--- src/rtl/tbm_pkg.sv ---
// Package with register map, field layout, reset values and timing for the monitor
//
// Function
// Sensor powered when converter selects it or bus
// Host selects 000, ref 00, range, shift, start
// Range field maps four shifted scales
// Shift off, range 10 gives kelvin test mode
// Host scales result by step plus range minimum
// Trim enable applies 4-bit bandgap trim
// Battery monitor runs only while enabled
// Measure every 1 s for about 250 us
// Enabled in sleep starts RC oscillator
// 5-bit level readable, upper three bits zero
// Level steps 50 mV from 1.7 V
// Level below threshold means battery low
// Interrupt after four consecutive low readings
// Drive interrupt line only when source enabled
// Start bit self-clears at conversion end
// Level updates only at measurement end
package tbm_pkg;
    // -------------------------------------------------------------------
    // Register offsets
    // -------------------------------------------------------------------
    localparam logic [6:0] ADDR_TEMP_CTRL = 7'h12;
    localparam logic [6:0] ADDR_TEMP_OFFS = 7'h13;
    localparam logic [6:0] ADDR_BAT_THRESH = 7'h1a;
    localparam logic [6:0] ADDR_BAT_LEVEL = 7'h1b;
    // -------------------------------------------------------------------
    // Reset values
    // -------------------------------------------------------------------
    localparam logic [7:0] RST_TEMP_CTRL = 8'h20;
    localparam logic [7:0] RST_TEMP_OFFS = 8'h00;
    localparam logic [4:0] RST_BAT_THRESH = 5'h14;
    // -------------------------------------------------------------------
    // Field positions in temp_sensor_control
    // -------------------------------------------------------------------
    localparam int RANGE_HI = 7;
    localparam int RANGE_LO = 6;
    localparam int SHIFT_BIT = 5;
    localparam int TRIM_EN_BIT = 4;
    localparam int TRIM_HI = 3;
    // Converter input code for the temperature sensor
    localparam logic [2:0] SEL_TEMP = 3'h0;
    // Analog scale selections
    localparam logic [2:0] SCALE_C_HALF_A = 3'h0;
    localparam logic [2:0] SCALE_C_ONE = 3'h1;
    localparam logic [2:0] SCALE_C_HALF_B = 3'h2;
    localparam logic [2:0] SCALE_F_ONE = 3'h3;
    localparam logic [2:0] SCALE_KELVIN = 3'h4;
    localparam logic [2:0] SCALE_UNSHIFTED = 3'h5;
    // -------------------------------------------------------------------
    // Timing
    // -------------------------------------------------------------------
    localparam int CLK_HZ = 100_000_000;
    localparam int MEAS_PERIOD_MS = 1000;
    localparam int MEAS_ON_US = 250;
    localparam int PERIOD_CYC = CLK_HZ / 1000 * MEAS_PERIOD_MS;
    localparam int ON_CYC = CLK_HZ / 1_000_000 * MEAS_ON_US;
    localparam int LOW_COUNT = 4;
    // Level coding: 1.7 V base, 50 mV per count
    localparam int LEVEL_BASE_MV = 1700;
    localparam int LEVEL_STEP_MV = 50;
    localparam logic [4:0] LEVEL_MAX = 5'h1f;
    typedef enum logic [1:0] {
        ST_IDLE = 2'b00,
        ST_MEAS = 2'b01,
        ST_DONE = 2'b11
    } tbm_state_t;
endpackage

--- src/rtl/tbm_monitor.sv ---
// Temperature sensor control and battery monitor top
`timescale 1ns/1ps
module tbm_monitor
    import tbm_pkg::*;
#(
    parameter int PERIOD_CYCLES = PERIOD_CYC,
    parameter int ON_CYCLES = ON_CYC
)
(
    input wire logic clk,
    input wire logic sys_rst,
    input wire logic reg_wr,
    input wire logic reg_rd,
    input wire logic [6:0] reg_addr,
    input wire logic [7:0] reg_wdata,
    output logic [7:0] reg_rdata,
    input wire logic [2:0] conv_input_sel,
    input wire logic conv_busy,
    input wire logic test_bus_temp,
    input wire logic battery_monitor_en,
    input wire logic battery_irq_en,
    input wire logic sleep_mode,
    input wire logic [11:0] supply_mv,
    output logic temp_sensor_pwr,
    output logic [2:0] temp_scale,
    output logic [3:0] bandgap_trim,
    output logic bandgap_trim_en,
    output logic [7:0] temp_offset,
    output logic conv_start_bit,
    output logic battery_monitor_pwr,
    output logic rc_osc_req,
    output logic battery_low_event,
    output logic irq_line_n
);
    import tbm_pkg::*;
    // -------------------------------------------------------------------
    // Parameter checks
    // -------------------------------------------------------------------
    if (ON_CYCLES < 1 || PERIOD_CYCLES <= ON_CYCLES + 2)
        $error("tbm_monitor: measurement window must fit inside period");
    // -------------------------------------------------------------------
    // Registers
    // -------------------------------------------------------------------
    logic [7:0] temp_sensor_control; // Range, shift, trim
    logic [7:0] temp_value_offset; // Offset passed to analog
    logic [4:0] battery_threshold; // Low threshold
    logic [4:0] battery_level; // Last measured level
    logic [4:0] next_level; // Quantizer output
    logic [31:0] period_cnt; // Position in 1 s period
    logic [2:0] low_cnt; // Consecutive low readings
    logic battery_low; // Latched low condition
    logic sample; // End of measurement pulse
    logic [4:0] next_level_now; // Code being captured this cycle
    logic [11:0] mv_above; // Supply above the 1.7 V base, in millivolts
    tbm_state_t state; // Measurement window state
    // Register writes; reserved bits of threshold are dropped
    // Writes to the read-only level and to unmapped offsets fall through
    always_ff @(posedge clk or posedge sys_rst)
    begin
        if (sys_rst)
        begin
            temp_sensor_control <= RST_TEMP_CTRL; // Shift defaults on
            temp_value_offset <= RST_TEMP_OFFS;
            battery_threshold <= RST_BAT_THRESH;
        end
        else if (reg_wr)
        begin
            unique case (reg_addr)
                ADDR_TEMP_CTRL: temp_sensor_control <= reg_wdata;
                ADDR_TEMP_OFFS: temp_value_offset <= reg_wdata;
                ADDR_BAT_THRESH: battery_threshold <= reg_wdata[4:0];
                default: ;
            endcase
        end
    end
    // Read data registered; reads have no side effect
    // Level reads zero until the first sample after reset
    always_ff @(posedge clk or posedge sys_rst)
    begin
        if (sys_rst)
            reg_rdata <= 8'h00;
        else if (reg_rd)
        begin
            unique case (reg_addr)
                ADDR_TEMP_CTRL: reg_rdata <= temp_sensor_control;
                ADDR_TEMP_OFFS: reg_rdata <= temp_value_offset;
                ADDR_BAT_THRESH: reg_rdata <= {3'h0, battery_threshold};
                ADDR_BAT_LEVEL: reg_rdata <= {3'h0, battery_level}; // Upper bits zero
                default: reg_rdata <= 8'h00; // Unmapped reads zero
            endcase
        end
    end
    // -------------------------------------------------------------------
    // Temperature sensor control
    // -------------------------------------------------------------------
    // Sensor power follows converter input or test bus routing
    assign temp_sensor_pwr = (conv_input_sel == SEL_TEMP) || test_bus_temp;
    // Scale decode; unshifted codes other than 10 are undefined, flagged apart
    always_comb
    begin
        if (temp_sensor_control[SHIFT_BIT])
        begin
            unique case (temp_sensor_control[RANGE_HI:RANGE_LO])
                2'b00: temp_scale = SCALE_C_HALF_A;
                2'b01: temp_scale = SCALE_C_ONE;
                2'b10: temp_scale = SCALE_C_HALF_B;
                default: temp_scale = SCALE_F_ONE;
            endcase
        end
        else if (temp_sensor_control[RANGE_HI:RANGE_LO] == 2'b10)
            temp_scale = SCALE_KELVIN; // Test-only absolute mode
        else
            temp_scale = SCALE_UNSHIFTED;
    end
    // Trim is only applied while enabled; otherwise the neutral code
    // The neutral code leaves the bandgap at its untrimmed voltage
    assign bandgap_trim_en = temp_sensor_control[TRIM_EN_BIT];
    assign bandgap_trim = temp_sensor_control[TRIM_EN_BIT] ?
        temp_sensor_control[TRIM_HI:0] : 4'h0;
    // Offset register passes straight to the analog side
    assign temp_offset = temp_value_offset;
    // Start bit mirrors the converter busy, falling at completion
    assign conv_start_bit = conv_busy;
    // -------------------------------------------------------------------
    // Battery monitor sequencing
    // -------------------------------------------------------------------
    // Period counter; restarts when disabled so the first sample is a full period
    // Trade-off: the window sits at the period end, so the first reading waits a period
    always_ff @(posedge clk or posedge sys_rst)
    begin
        if (sys_rst)
            period_cnt <= 32'h0;
        else if (!battery_monitor_en)
            period_cnt <= 32'h0;
        else if (period_cnt == 32'(PERIOD_CYCLES - 1))
            period_cnt <= 32'h0;
        else
            period_cnt <= period_cnt + 32'h1;
    end
    // Window state: idle, powered measurement, sample
    always_ff @(posedge clk or posedge sys_rst)
    begin
        if (sys_rst)
            state <= ST_IDLE;
        else if (!battery_monitor_en)
            state <= ST_IDLE;
        else
        begin
            unique case (state)
                ST_IDLE: if (period_cnt == 32'(PERIOD_CYCLES - ON_CYCLES - 1)) state <= ST_MEAS;
                ST_MEAS: if (period_cnt == 32'(PERIOD_CYCLES - 1)) state <= ST_DONE;
                ST_DONE: state <= ST_IDLE;
                default: state <= ST_IDLE;
            endcase
        end
    end
    // Comparator and converter powered only inside the window to save current
    assign battery_monitor_pwr = (state == ST_MEAS); // On about 250 us
    // Sample falls one cycle after the window so the converter has settled
    assign sample = (state == ST_DONE);
    // Oscillator kept running in sleep while monitoring
    assign rc_osc_req = battery_monitor_en && sleep_mode;
    // Level register holds its code between samples
    tbm_quantizer u_quant (
        .clk(clk),
        .sys_rst(sys_rst),
        .sample(sample && battery_monitor_en),
        .supply_mv(supply_mv),
        .level(next_level)
    );
    assign battery_level = next_level; // Updated only at window end
    // -------------------------------------------------------------------
    // Low battery detection
    // -------------------------------------------------------------------
    // Consecutive low counter; a good reading restarts it
    always_ff @(posedge clk or posedge sys_rst)
    begin
        if (sys_rst)
        begin
            low_cnt <= 3'h0;
            battery_low <= 1'b0;
        end
        else if (!battery_monitor_en)
        begin
            low_cnt <= 3'h0;
            battery_low <= 1'b0;
        end
        else if (sample)
        begin
            // Quantizer captures this same edge, so compare the new code directly
            if (next_level_now < battery_threshold)
            begin
                if (low_cnt < 3'(LOW_COUNT))
                    low_cnt <= low_cnt + 3'h1;
                if (low_cnt == 3'(LOW_COUNT - 1))
                    battery_low <= 1'b1; // Fourth consecutive low
            end
            else
            begin
                low_cnt <= 3'h0;
                battery_low <= 1'b0;
            end
        end
    end
    // Same coding as the quantizer, combinational so the compare sees this sample
    assign mv_above = supply_mv - 12'(LEVEL_BASE_MV);
    assign next_level_now = (supply_mv < 12'(LEVEL_BASE_MV)) ? 5'h00 :
        ((mv_above / 12'(LEVEL_STEP_MV)) >= 12'(LEVEL_MAX) - 12'h001) ? LEVEL_MAX :
        5'(mv_above / 12'(LEVEL_STEP_MV) + 12'h001);
    // One-cycle event when the low condition first becomes true
    always_ff @(posedge clk or posedge sys_rst)
    begin
        if (sys_rst)
            battery_low_event <= 1'b0;
        else
            battery_low_event <= sample && battery_monitor_en &&
                (next_level_now < battery_threshold) && (low_cnt == 3'(LOW_COUNT - 1));
    end
    // -------------------------------------------------------------------
    // Interrupt output
    // -------------------------------------------------------------------
    // A level, not a pulse: it stays low until a good reading or a disable
    // Interrupt line low only while condition holds and source enabled
    assign irq_line_n = !(battery_low && battery_irq_en);
endmodule

--- src/rtl/tbm_quantizer.sv ---
// Supply voltage to 5-bit level quantizer
`timescale 1ns/1ps
module tbm_quantizer
    import tbm_pkg::*;
(
    input wire logic clk,
    input wire logic sys_rst,
    input wire logic sample,
    input wire logic [11:0] supply_mv,
    output logic [4:0] level
);
    // -------------------------------------------------------------------
    // Registered conversion
    // -------------------------------------------------------------------
    localparam logic [11:0] BASE = 12'(LEVEL_BASE_MV);
    localparam logic [11:0] STEP = 12'(LEVEL_STEP_MV);
    logic [11:0] above; // Millivolts above the base
    logic [11:0] steps; // Whole steps above the base
    assign above = supply_mv - BASE;
    assign steps = above / STEP;
    // Capture only on the sample pulse so the level is stable between samples
    always_ff @(posedge clk or posedge sys_rst)
    begin
        if (sys_rst)
            level <= 5'h00;
        else if (sample)
        begin
            if (supply_mv < BASE)
                level <= 5'h00; // Below 1.7 V
            else if (steps >= 12'(LEVEL_MAX) - 12'h001)
                level <= LEVEL_MAX; // Saturate at top code
            else
                level <= 5'(steps + 12'h001); // Code n covers 1.7 V + 50 mV x (n - 1) up to the next step
        end
    end
endmodule

--- config.mk ---
export PLATFORM = sky130hd
export DESIGN_NAME = tbm_monitor
export DESIGN_NICKNAME = d
export VERILOG_FILES = /design/src/rtl/tbm_pkg.sv /design/src/rtl/tbm_monitor.sv /design/src/rtl/tbm_quantizer.sv
export SDC_FILE = /design/constraint.sdc
export NUM_CORES = 1
export LEC_CHECK = 0
export BUFFER_PORTS_ARGS = -buffer_cell sky130_fd_sc_hd__buf_4
export CORE_ASPECT_RATIO = 2
export CORE_MARGIN = 2
export CORE_UTILIZATION = 50
export CTS_CLUSTER_DIAMETER = 200
export CTS_CLUSTER_SIZE = 30
export DETAILED_ROUTE_END_ITERATION = 12
export PLACE_DENSITY = 0.71
export SKIP_LAST_GASP = 1
export SLEW_MARGIN = 10
export SYNTH_ARGS = -nofsm -noshare
export SYNTH_HDL_FRONTEND = slang
export SYNTH_SLANG_ARGS = --single-unit
export TNS_END_PERCENT = 50
--- constraint.sdc ---
create_clock -name clk -period 2.7 [get_ports clk]
set_clock_uncertainty 0.2 [all_clocks]
set_input_delay 0.27 -clock clk [delete_from_list [all_inputs] [get_ports clk]]
set_output_delay 0.27 -clock clk [all_outputs]
set_load 0.005 [all_outputs]
==> results of run 1 <==
-- what timing repair did --
action / CTS / global route
gates resized for setup: 55 / 25
buffers inserted: 19 / 4
hold buffers: 9 / 0
endpoints found under the setup margin: 10 / 10
pin swaps: 41 / 7
hold endpoints to repair: 90 / 0
-- synthesized netlist by cell type (all sizes together) (10+ instances only) --
| cell type | number | area (µm²) |
|---|---|---|
| a21o | 10 | 75.1 |
| nand2 | 45 | 169 |
| o21ai | 28 | 148 |
| xnor2 | 23 | 209 |
| mux2 | 25 | 285 |
| dfrtp | 70 | 1750 |
| a21oi | 20 | 111 |
| inv | 32 | 120 |
| nor2 | 70 | 265 |
| and2 | 11 | 68.8 |
| nor3 | 17 | 95.1 |
| clkbuf | 10 | 37.5 |
| ha | 12 | 150 |
| nand3 | 33 | 165 |
| xor2 | 19 | 189 |
-- sequential cells by signal, summed over array words and instances, names as in the netlist --
| name | flops |
|---|---|
| battery_low | 1 |
| battery_low_event | 1 |
| battery_threshold | 5 |
| low_cnt | 3 |
| period_cnt | 32 |
| reg_rdata | 8 |
| state | 2 |
| temp_offset | 8 |
| temp_sensor_control | 8 |
| u_quant.level | 5 |
-- metrics by stage --
step,power (mW),instance area [µm²],hold slack (ps)
global route,6.11,7870,26.5
floorplan,2.57,5310,177
detailed placement,3.80,6840,191
finish,5.84,7870,24.1
CTS,5.58,7700,20.2
global placement,3.75,6840,184
-- worst paths after layout --
| path | start | end | slack (ps) | cells past startpoint |
|---|---|---|---|---|
| min in group asynchronous | sys_rst | period_cnt[25] | 390 | 4 |
| setup reg to reg | period_cnt[2] | period_cnt[31] | 250 | 8 |
| hold / removal | battery_monitor_en | low_cnt[2] | 20 | 2 |
| hold reg to reg | period_cnt[0] | period_cnt[0] | 260 | 1 |
| max in group asynchronous | sys_rst | temp_sensor_control[5] | 1590 | 4 |
| setup / recovery | supply_mv[4] | low_cnt[0] | -4480 | 37 |
-- worst reg2reg max path: cells and delay by family (launching register included) --
family	cells	cell delay, ps
and+or+nand+nor	7	1560
DFF	1	430
xor gates and xnor gates	1	150
-- cell type report --
type,instances,share of cell area (%)
timing repair buffer,219,22.2
inverter,32,1.62
clock buffer,9,2.86
clock inverter,7,1.81
sequential,73,23.3
multi-input combinational,449,46.1
tap,135,2.15
-- report_power, final --
| part | internal (mW) | total, mW | switching (mW) |
|---|---|---|---|
| clock | 0.997 | 1.46 | 0.462 |
| sequential | 1.13 | 1.16 | 0.0316 |
| combinational | 1.62 | 3.22 | 1.60 |
-- cells by family (layout without fill, tap and decap cells) --
kind of cell / after synthesis / in the layout / share of synthesized area [%]
AND/OR/NAND/NOR: 228 / 228 / 21.6
AO/OA/AOI/OAI: 134 / 134 / 20.8
flip-flops: 73 / 73 / 35.1
buffers and inverters: 47 / 267 / 3.79
XOR/XNOR: 42 / 42 / 7.62
multiplexers: 33 / 33 / 8.20
adder cells (fa/ha/maj): 12 / 12 / 2.88
-- metal layers --
layer / up-vias / track usage, % / share of wire [%]
met5: - / 0 / 0
met3: 59 / 3.52 / 3.0
li1: 2501 / - / -
met2: 152 / 60.0 / 59
met4: 0 / 15.7 / 4.6
met1: 2618 / 27.3 / 34
==> out/metrics.csv, run 1 <==
metric,value,unit
status,"finished, violations left",
failing checks,setup timing,
Required @ worst endpoint,2780,ps
final cell count without fillers,924,
power density over the cells,742,nW/µm²
DR iter-0 viols,277,
grt ovf,0,
DRT Pass-1 Iters,4,
layout cells sized above 1,44.1,%
worst rel slew slack,58.9,%
critical path's top delay family,compound AO/OA/AOI/OAI gates,
ys async rst share,100,%
RSZ-0062 raised after global routing,true,
"most used cell, CP",a21o_1,
Area Overhead vs Synth,50.7,%
Post-Syn Nets,620,
Final Util,77.5,%
Die X,76.3,µm
largest net degree at the start of global routing,74,
CTS tree,done,
CP max-delay cell,or4_4,
crit path launch type,input pin,
post-route minimum period,7180,ps
Die ar.,11300,µm²
first-pass GRT wire length,26.7,mm
"commonest non-fill, non-tap cells in the layout","buf_4 (200), dfrtp_1 (70), nor2_1 (62)",
clk sink count,73,
Critical Path AT,7250,ps
FF/Latch Area,1830,µm²
post-route ant nets,0,
"most common cell after layout, fill and taps aside",buf_4,
sequential element share of the synthesized area,35.1,%
Vias,5330,
antenna violations before repair,0,
setup_tns,-39650,ps
top-level I/O count,69,
clock buffer count from CTS,9,
worst setup margin,-4480,ps
clk buf depth,2,
Syn Std Cell Area,5220,µm²
max-slew violation count,0,
CTS H-tree lvls,3,
crit path kind,input pin to register,
# setup viols final,10,
"Max FO, Critical Path",7,
highest clock rate,0.139,GHz
Die H,149,µm
"Avg Cell Area, Syn",9.17,µm²
Initial Utilization,51.4,%
final wirelength,16.4,mm
DPL Wire Length,11.5,mm
period utilization,266,%
Final Hold Viols,0,
WL/cell,17.7,µm
Synth warnings,0,
Cells after DPL,876,
site row count,52,
critical path's largest stage delay,530,ps
area of the multi-input gates,3630,µm²
Core Area,10100,µm²
number of cells produced by synthesis,569,
"FF+latch count, synth",73,
fill count,688,
WP buf/inv,7,
Unique masters post-synth,82,
Worst-Margin Slew,609,ps
ys flop type,dfrtp_1,
Placer Congestion,0.936,
DR DRC count,0,
Post-synth EDFFs,0,
Total Routing Usage GR,29.4,%
Root Buffer,clkbuf_16,
maxcap violations,0,
Setup WS pre-CTS,-5050,ps
vias in the first global route,5709,
worst hold path type,input pin to register,
Via-to-Cell Ratio,5.77,
Max rail drop VDD,0.000806,V
CP Capture Type,register,
clock latency at the later pin of the worst-skew pair,340,ps
# nets final,835,
n_diodes,0,
clk slew on worst S/H paths,60,ps
LEAKAGE,3.56,nW
IO Port Bufs,65,
No activity file was read; power rests on OpenSTA's default activity.
==> run 2: changes to the inputs <==
--- a/config.mk
+++ b/config.mk
@@ -13,6 +13,7 @@
 export CTS_CLUSTER_SIZE = 30
 export DETAILED_ROUTE_END_ITERATION = 12
 export PLACE_DENSITY = 0.71
+export SETUP_SLACK_MARGIN = 0.3
 export SKIP_LAST_GASP = 1
 export SLEW_MARGIN = 10
 export SYNTH_ARGS = -nofsm -noshare
==> run 2 against run 1 <==
Against the previous run: the flow still finishes with violations (setup timing); total power increased by 1.6%; hold slack improved by 3.2 ps; wire length increased by 2.2%; die area unchanged; register-to-register slack improved by 110 ps; clock power about the same; global-route usage unchanged; flip-flop and latch count unchanged; largest cell class unchanged; largest power group unchanged.
==> out/metrics.csv, run 2 (synthesis gave the netlist of run 1 again) <==
metric,value,unit
"most used cell, CP",a21o_1,
WL/cell,18.1,µm
# nets final,837,
clock buffer count from CTS,9,
worst rel slew slack,59.5,%
setup_tns,-39340,ps
vias in the first global route,5709,
CP Capture Type,register,
highest clock rate,0.140,GHz
post-route ant nets,0,
Die ar.,11300,µm²
antenna violations before repair,0,
worst setup margin,-4450,ps
Hold WS,27.3,ps
failing checks,setup timing,
RSZ-0062 raised after global routing,true,
FF-to-FF setup slack,360,ps
Setup WS pre-CTS,-5050,ps
worst hold path type,input pin to register,
DPL Wire Length,11.5,mm
largest net degree at the start of global routing,74,
Max rail drop VDD,0.000806,V
clock latency at the later pin of the worst-skew pair,340,ps
Total Routing Usage GR,29.4,%
clk buf depth,2,
Placer Congestion,0.936,
"most common cell after layout, fill and taps aside",buf_4,
DRT Pass-1 Iters,5,
Core Area,10100,µm²
CP max-delay cell,or3_4,
layout cells sized above 1,45.3,%
Critical Path AT,7230,ps
crit path launch type,input pin,
power density over the cells,748,nW/µm²
max-slew violation count,0,
period utilization,265,%
clk slew on worst S/H paths,60,ps
Via-to-Cell Ratio,5.81,
final wirelength,16.7,mm
clk sink count,73,
Die H,149,µm
Final Hold Viols,0,
Vias,5378,
# setup viols final,10,
Root Buffer,clkbuf_16,
max reg flops,32,
Area Overhead vs Synth,52.1,%
first-pass GRT wire length,26.7,mm
site row count,52,
Required @ worst endpoint,2780,ps
n_diodes,0,
IO Port Bufs,65,
CTS H-tree lvls,3,
CTS tree,done,
crit path kind,input pin to register,
post-route minimum period,7150,ps
"Max FO, Critical Path",7,
Worst-Margin Slew,598,ps
critical path's largest stage delay,390,ps
status,"finished, violations left",
top-level I/O count,69,
LEAKAGE,3.60,nW
DR iter-0 viols,238,
Initial Utilization,51.4,%
DR DRC count,0,
maxcap violations,0,
Top reg by flops,period_cnt,
Die X,76.3,µm
"commonest non-fill, non-tap cells in the layout","buf_4 (202), dfrtp_1 (70), nor2_1 (61)",
grt ovf,0,
-- run 2: changes by cell type in the layout (fill, tap and decap cells not counted), sizes merged --
cell,previous run,this run
buf,210,212
-- run 2: worst max-delay path, delay by kind of cell --
kind	cells	cell delay (ps)
compound gates	17	3400
buf+inv	6	790
mux	2	370
fa+ha+maj	2	500
simple gates	11	1870
-- run 2: final cells by class --
cell class                      count  area (µm²)
Multi-Input combinational cell    449        3690
Fill cell                         664        2210
Sequential cell                    73        1830
Timing Repair Buffer              221        1760
Clock buffer                        9         225
Tap cell                          135         169
Clock inverter                      7         143
Inverter                           32         128
-- run 2: path summary, 6_finish.rpt --
kind,end,depth (start not counted),startpoint
max in group asynchronous,temp_sensor_control[5],4,sys_rst
hold / removal,low_cnt[2],2,battery_monitor_en
min in group asynchronous,temp_offset[1],4,sys_rst
hold reg to reg,period_cnt[0],1,period_cnt[0]
setup / recovery,low_cnt[0],38,supply_mv[4]
setup reg to reg,period_cnt[30],7,period_cnt[0]
-- run 2: report_power, final --
part,total [mW],leakage (nW),switching (mW),internal [mW]
clock network,1.46,0.180,0.462,0.997
logic,3.31,2.42,1.64,1.67
registers,1.17,0.993,0.0323,1.13
-- run 2: repair_timing --
item                                   CTS  global route
setup endpoints to repair               11            30
endpoints found under the hold margin   90             0
gates resized for setup                 55            37
pin swaps                               41            10
hold buffers                             9             0
buffers inserted                        19             6
-- run 2: through the flow --
stage	cells	utilization, %	instance area (µm²)	power, mW
2_1_floorplan	569	-	5310	2.57
3_3_place_gp	876	67.3	6840	3.75
3_5_place_dp	876	67.3	6840	3.80
4_1_cts	920	75.9	7700	5.58
5_1_grt	926	78.2	7940	6.21
6_report	926	78.2	7940	5.94
-- run 2: layer usage --
metal,vias to the layer above,GRT usage [%],wire [µm]
met2,180,60.0,9810
met1,2629,27.3,5580
met3,62,3.52,591
met4,0,15.7,760
met5,-,0,0
li1,2507,-,-
==> run 3: changes to the inputs <==
--- a/config.mk
+++ b/config.mk
@@ -12,11 +12,12 @@
 export CTS_CLUSTER_DIAMETER = 200
 export CTS_CLUSTER_SIZE = 30
 export DETAILED_ROUTE_END_ITERATION = 12
-export PLACE_DENSITY = 0.71
+export PLACE_DENSITY = 0.69
 export SETUP_SLACK_MARGIN = 0.3
 export SKIP_LAST_GASP = 1
 export SLEW_MARGIN = 10
 export SYNTH_ARGS = -nofsm -noshare
 export SYNTH_HDL_FRONTEND = slang
+export SYNTH_HIERARCHICAL = 1
 export SYNTH_SLANG_ARGS = --single-unit
 export TNS_END_PERCENT = 50
==> run 3 against run 2 <==
Against the previous run: the flow still finishes with violations (setup timing); clock-buffer cell count increased by 1; hold slack got worse by 7.6 ps; die area increased by 40%; flip-flop and latch count unchanged; area after synthesis increased by 41%; first-iteration DRC count increased by 14%; largest cell class unchanged.
==> out/metrics.csv, run 3 <==
metric,value,unit
status,"finished, violations left",
failing checks,setup timing,
top-level I/O count,69,
Post-synth EDFFs,0,
clock latency at the later pin of the worst-skew pair,340,ps
grt ovf,0,
critical path's top delay family,compound AO/OA/AOI/OAI gates,
Setup WS pre-CTS,-4100,ps
ys flop type,dfrtp_1,
site row count,62,
DPL Wire Length,18.6,mm
Post-Syn Nets,911,
Via-to-Cell Ratio,5.92,
# nets final,1244,
max reg flops,32,
Placer Congestion,0.952,
DRT Pass-1 Iters,5,
Top reg by flops,period_cnt,
Unique masters post-synth,110,
"Avg Cell Area, Syn",8.63,µm²
first-pass GRT wire length,39.7,mm
highest clock rate,0.156,GHz
WP buf/inv,8,
worst setup margin,-3710,ps
CTS H-tree lvls,3,
final wirelength,25.2,mm
Max rail drop VDD,0.000421,V
largest net degree at the start of global routing,43,
max-slew violation count,0,
post-route minimum period,6410,ps
worst hold path type,input pin to register,
Total Routing Usage GR,31.0,%
"most common cell after layout, fill and taps aside",buf_4,
Worst-Margin Slew,748,ps
n_diodes,0,
Root Buffer,clkbuf_16,
FF-to-FF setup slack,150,ps
clk sink count,73,
Required @ worst endpoint,2720,ps
worst rel slew slack,49.7,%
number of cells produced by synthesis,855,
design area,11200,µm²
Vias,8198,
vias in the first global route,8580,
DR DRC count,0,
Placement Cell Area,10000,µm²
Synth warnings,6,
RSZ-0062 raised after global routing,true,
period utilization,237,%
critical path's largest stage delay,430,ps
crit path kind,input pin to register,
worst reg2reg path depth,9,
# setup viols final,10,
dominant cell by count in the synthesized netlist,nor2_1,
Final Hold Viols,0,
WL/cell,18.2,µm
clk slew on worst S/H paths,60,ps
power density over the cells,714,nW/µm²
Die ar.,15800,µm²
post-synth top area share,23.7,%
Synth area leader,dfrtp_1,
crit path launch type,input pin,
maxcap violations,0,
clock buffer count from CTS,9,
layout cells sized above 1,45.4,%
DR iter-0 viols,272,
Post-Synth Adder-Cell Area,3.02,%
HP Start,reg_rd,
Synth top cells by count,"nor2_1 (82), nand2_1 (71), dfrtp_1 (70)",
CP max-delay cell,mux2_2,
"most used cell, CP",buf_4,
ys async rst share,100,%
RR Startpoint,period_cnt[5],
CTS tree,done,
post-synthesis compound-gate area fraction,28.5,%
"FF+latch count, synth",73,
mux contribution to synthesized area,6.80,%
largest family of logic cells by synthesized area,compound AO/OA/AOI/OAI gates,
Critical Path AT,6430,ps
worst hold path depth,2,
WP depth,31,
clk buf depth,2,
"Max FO, Critical Path",6,
Die X,89.9,µm
antenna violations before repair,0,
Die H,176,µm
LEAKAGE,4.92,nW
largest cells by area after synthesis,"dfrtp_1 (24%), nor2_1 (4.2%), xnor2_1 (3.9%)",
fill count,998,
CP Capture Type,register,
Hold EP,reg_rdata[7],
Syn Std Cell Area,7380,µm²
IO Port Bufs,65,
Initial Utilization,51.2,%
reg2reg end,period_cnt[31],
post-route ant nets,0,
Area Overhead vs Synth,52.3,%
Post-Synth XOR/XNOR Area,8.98,%
Core Area,14400,µm²
Post-Synth Simple-Gate Area,23.3,%
sequential element share of the synthesized area,24.8,%
"commonest non-fill, non-tap cells in the layout","buf_4 (326), nor2_1 (80), dfrtp_1 (70)",
-- run 3: cell count changes after synthesis, sizes merged, moves of 9 or more --
| cell | delta |
|---|---|
| a21oi | +31 |
| nand2 | +26 |
| o21ai | +18 |
| nor2 | +16 |
| inv | +14 |
| xnor2 | +13 |
| xor2 | +13 |
| a211oi | +12 |
| buf | +11 |
| and3 | +9 |
-- run 3: final cells by class --
cell class	count	area, µm²	area share (%)
tap	192	240	2.14
clock buffer	10	229	2.04
sequential	73	1830	16.3
multi-input combinational	707	5860	52.1
clock inverter	6	108	0.957
inverter	46	193	1.71
timing repair buffer	351	2790	24.8
-- run 3: repair_timing --
action                                  in CTS  in global routing
cloned                                       0                  1
buffers inserted                            13                 16
pin swaps                                   13                 20
endpoints found under the setup margin      12                 16
resized for setup                           46                 53
endpoints found under the hold margin       48                  0
hold buffers                                 9                  0
-- run 3: layer usage --
layer | share of wire, % | GRT usage [%]
met1 | 32 | 27.3
met2 | 59 | 63.4
met3 | 2.8 | 2.87
met4 | 6.2 | 22.2
met5 | 0 | 0
-- run 3: worst max-delay path by stage --
stage	from	endpoint	slack (ps)
after CTS	supply_mv[2]	low_cnt[1]	-3560
after global routing	supply_mv[3]	low_cnt[1]	-3990
after detailed placement	supply_mv[2]	low_cnt[0]	-4100
after floorplan	supply_mv[2]	low_cnt[0]	-3500
final	supply_mv[4]	low_cnt[1]	-3710
after global placement	supply_mv[3]	low_cnt[1]	-3950
-- run 3: cell families after synthesis --
group | Yosys count
AOI/OAI and AO/OA | 253
xor gates and xnor gates | 68
adders and majority gates | 18
buffers and inverters | 75
DFF | 73
muxes | 40
and+or+nand+nor | 328
-- run 3: power breakdown --
part	switching, mW	internal, mW
registers	0.0502	1.15
logic	2.68	2.78
clock network	0.461	0.899
-- run 3: through the flow --
step | hold WS, ps | util, % | TNS [ps] | power, mW | instances
floorplan | -151 | - | -32430 | 3.88 | 855
global placement | 13.8 | 69.6 | -38010 | 5.83 | 1330
detailed placement | 16.0 | 69.6 | -39250 | 5.93 | 1330
CTS | 7.17 | 75.3 | -34110 | 7.62 | 1368
global route | 24.1 | 77.9 | -37230 | 8.48 | 1385
finish | 19.8 | 77.9 | -35010 | 8.03 | 1385
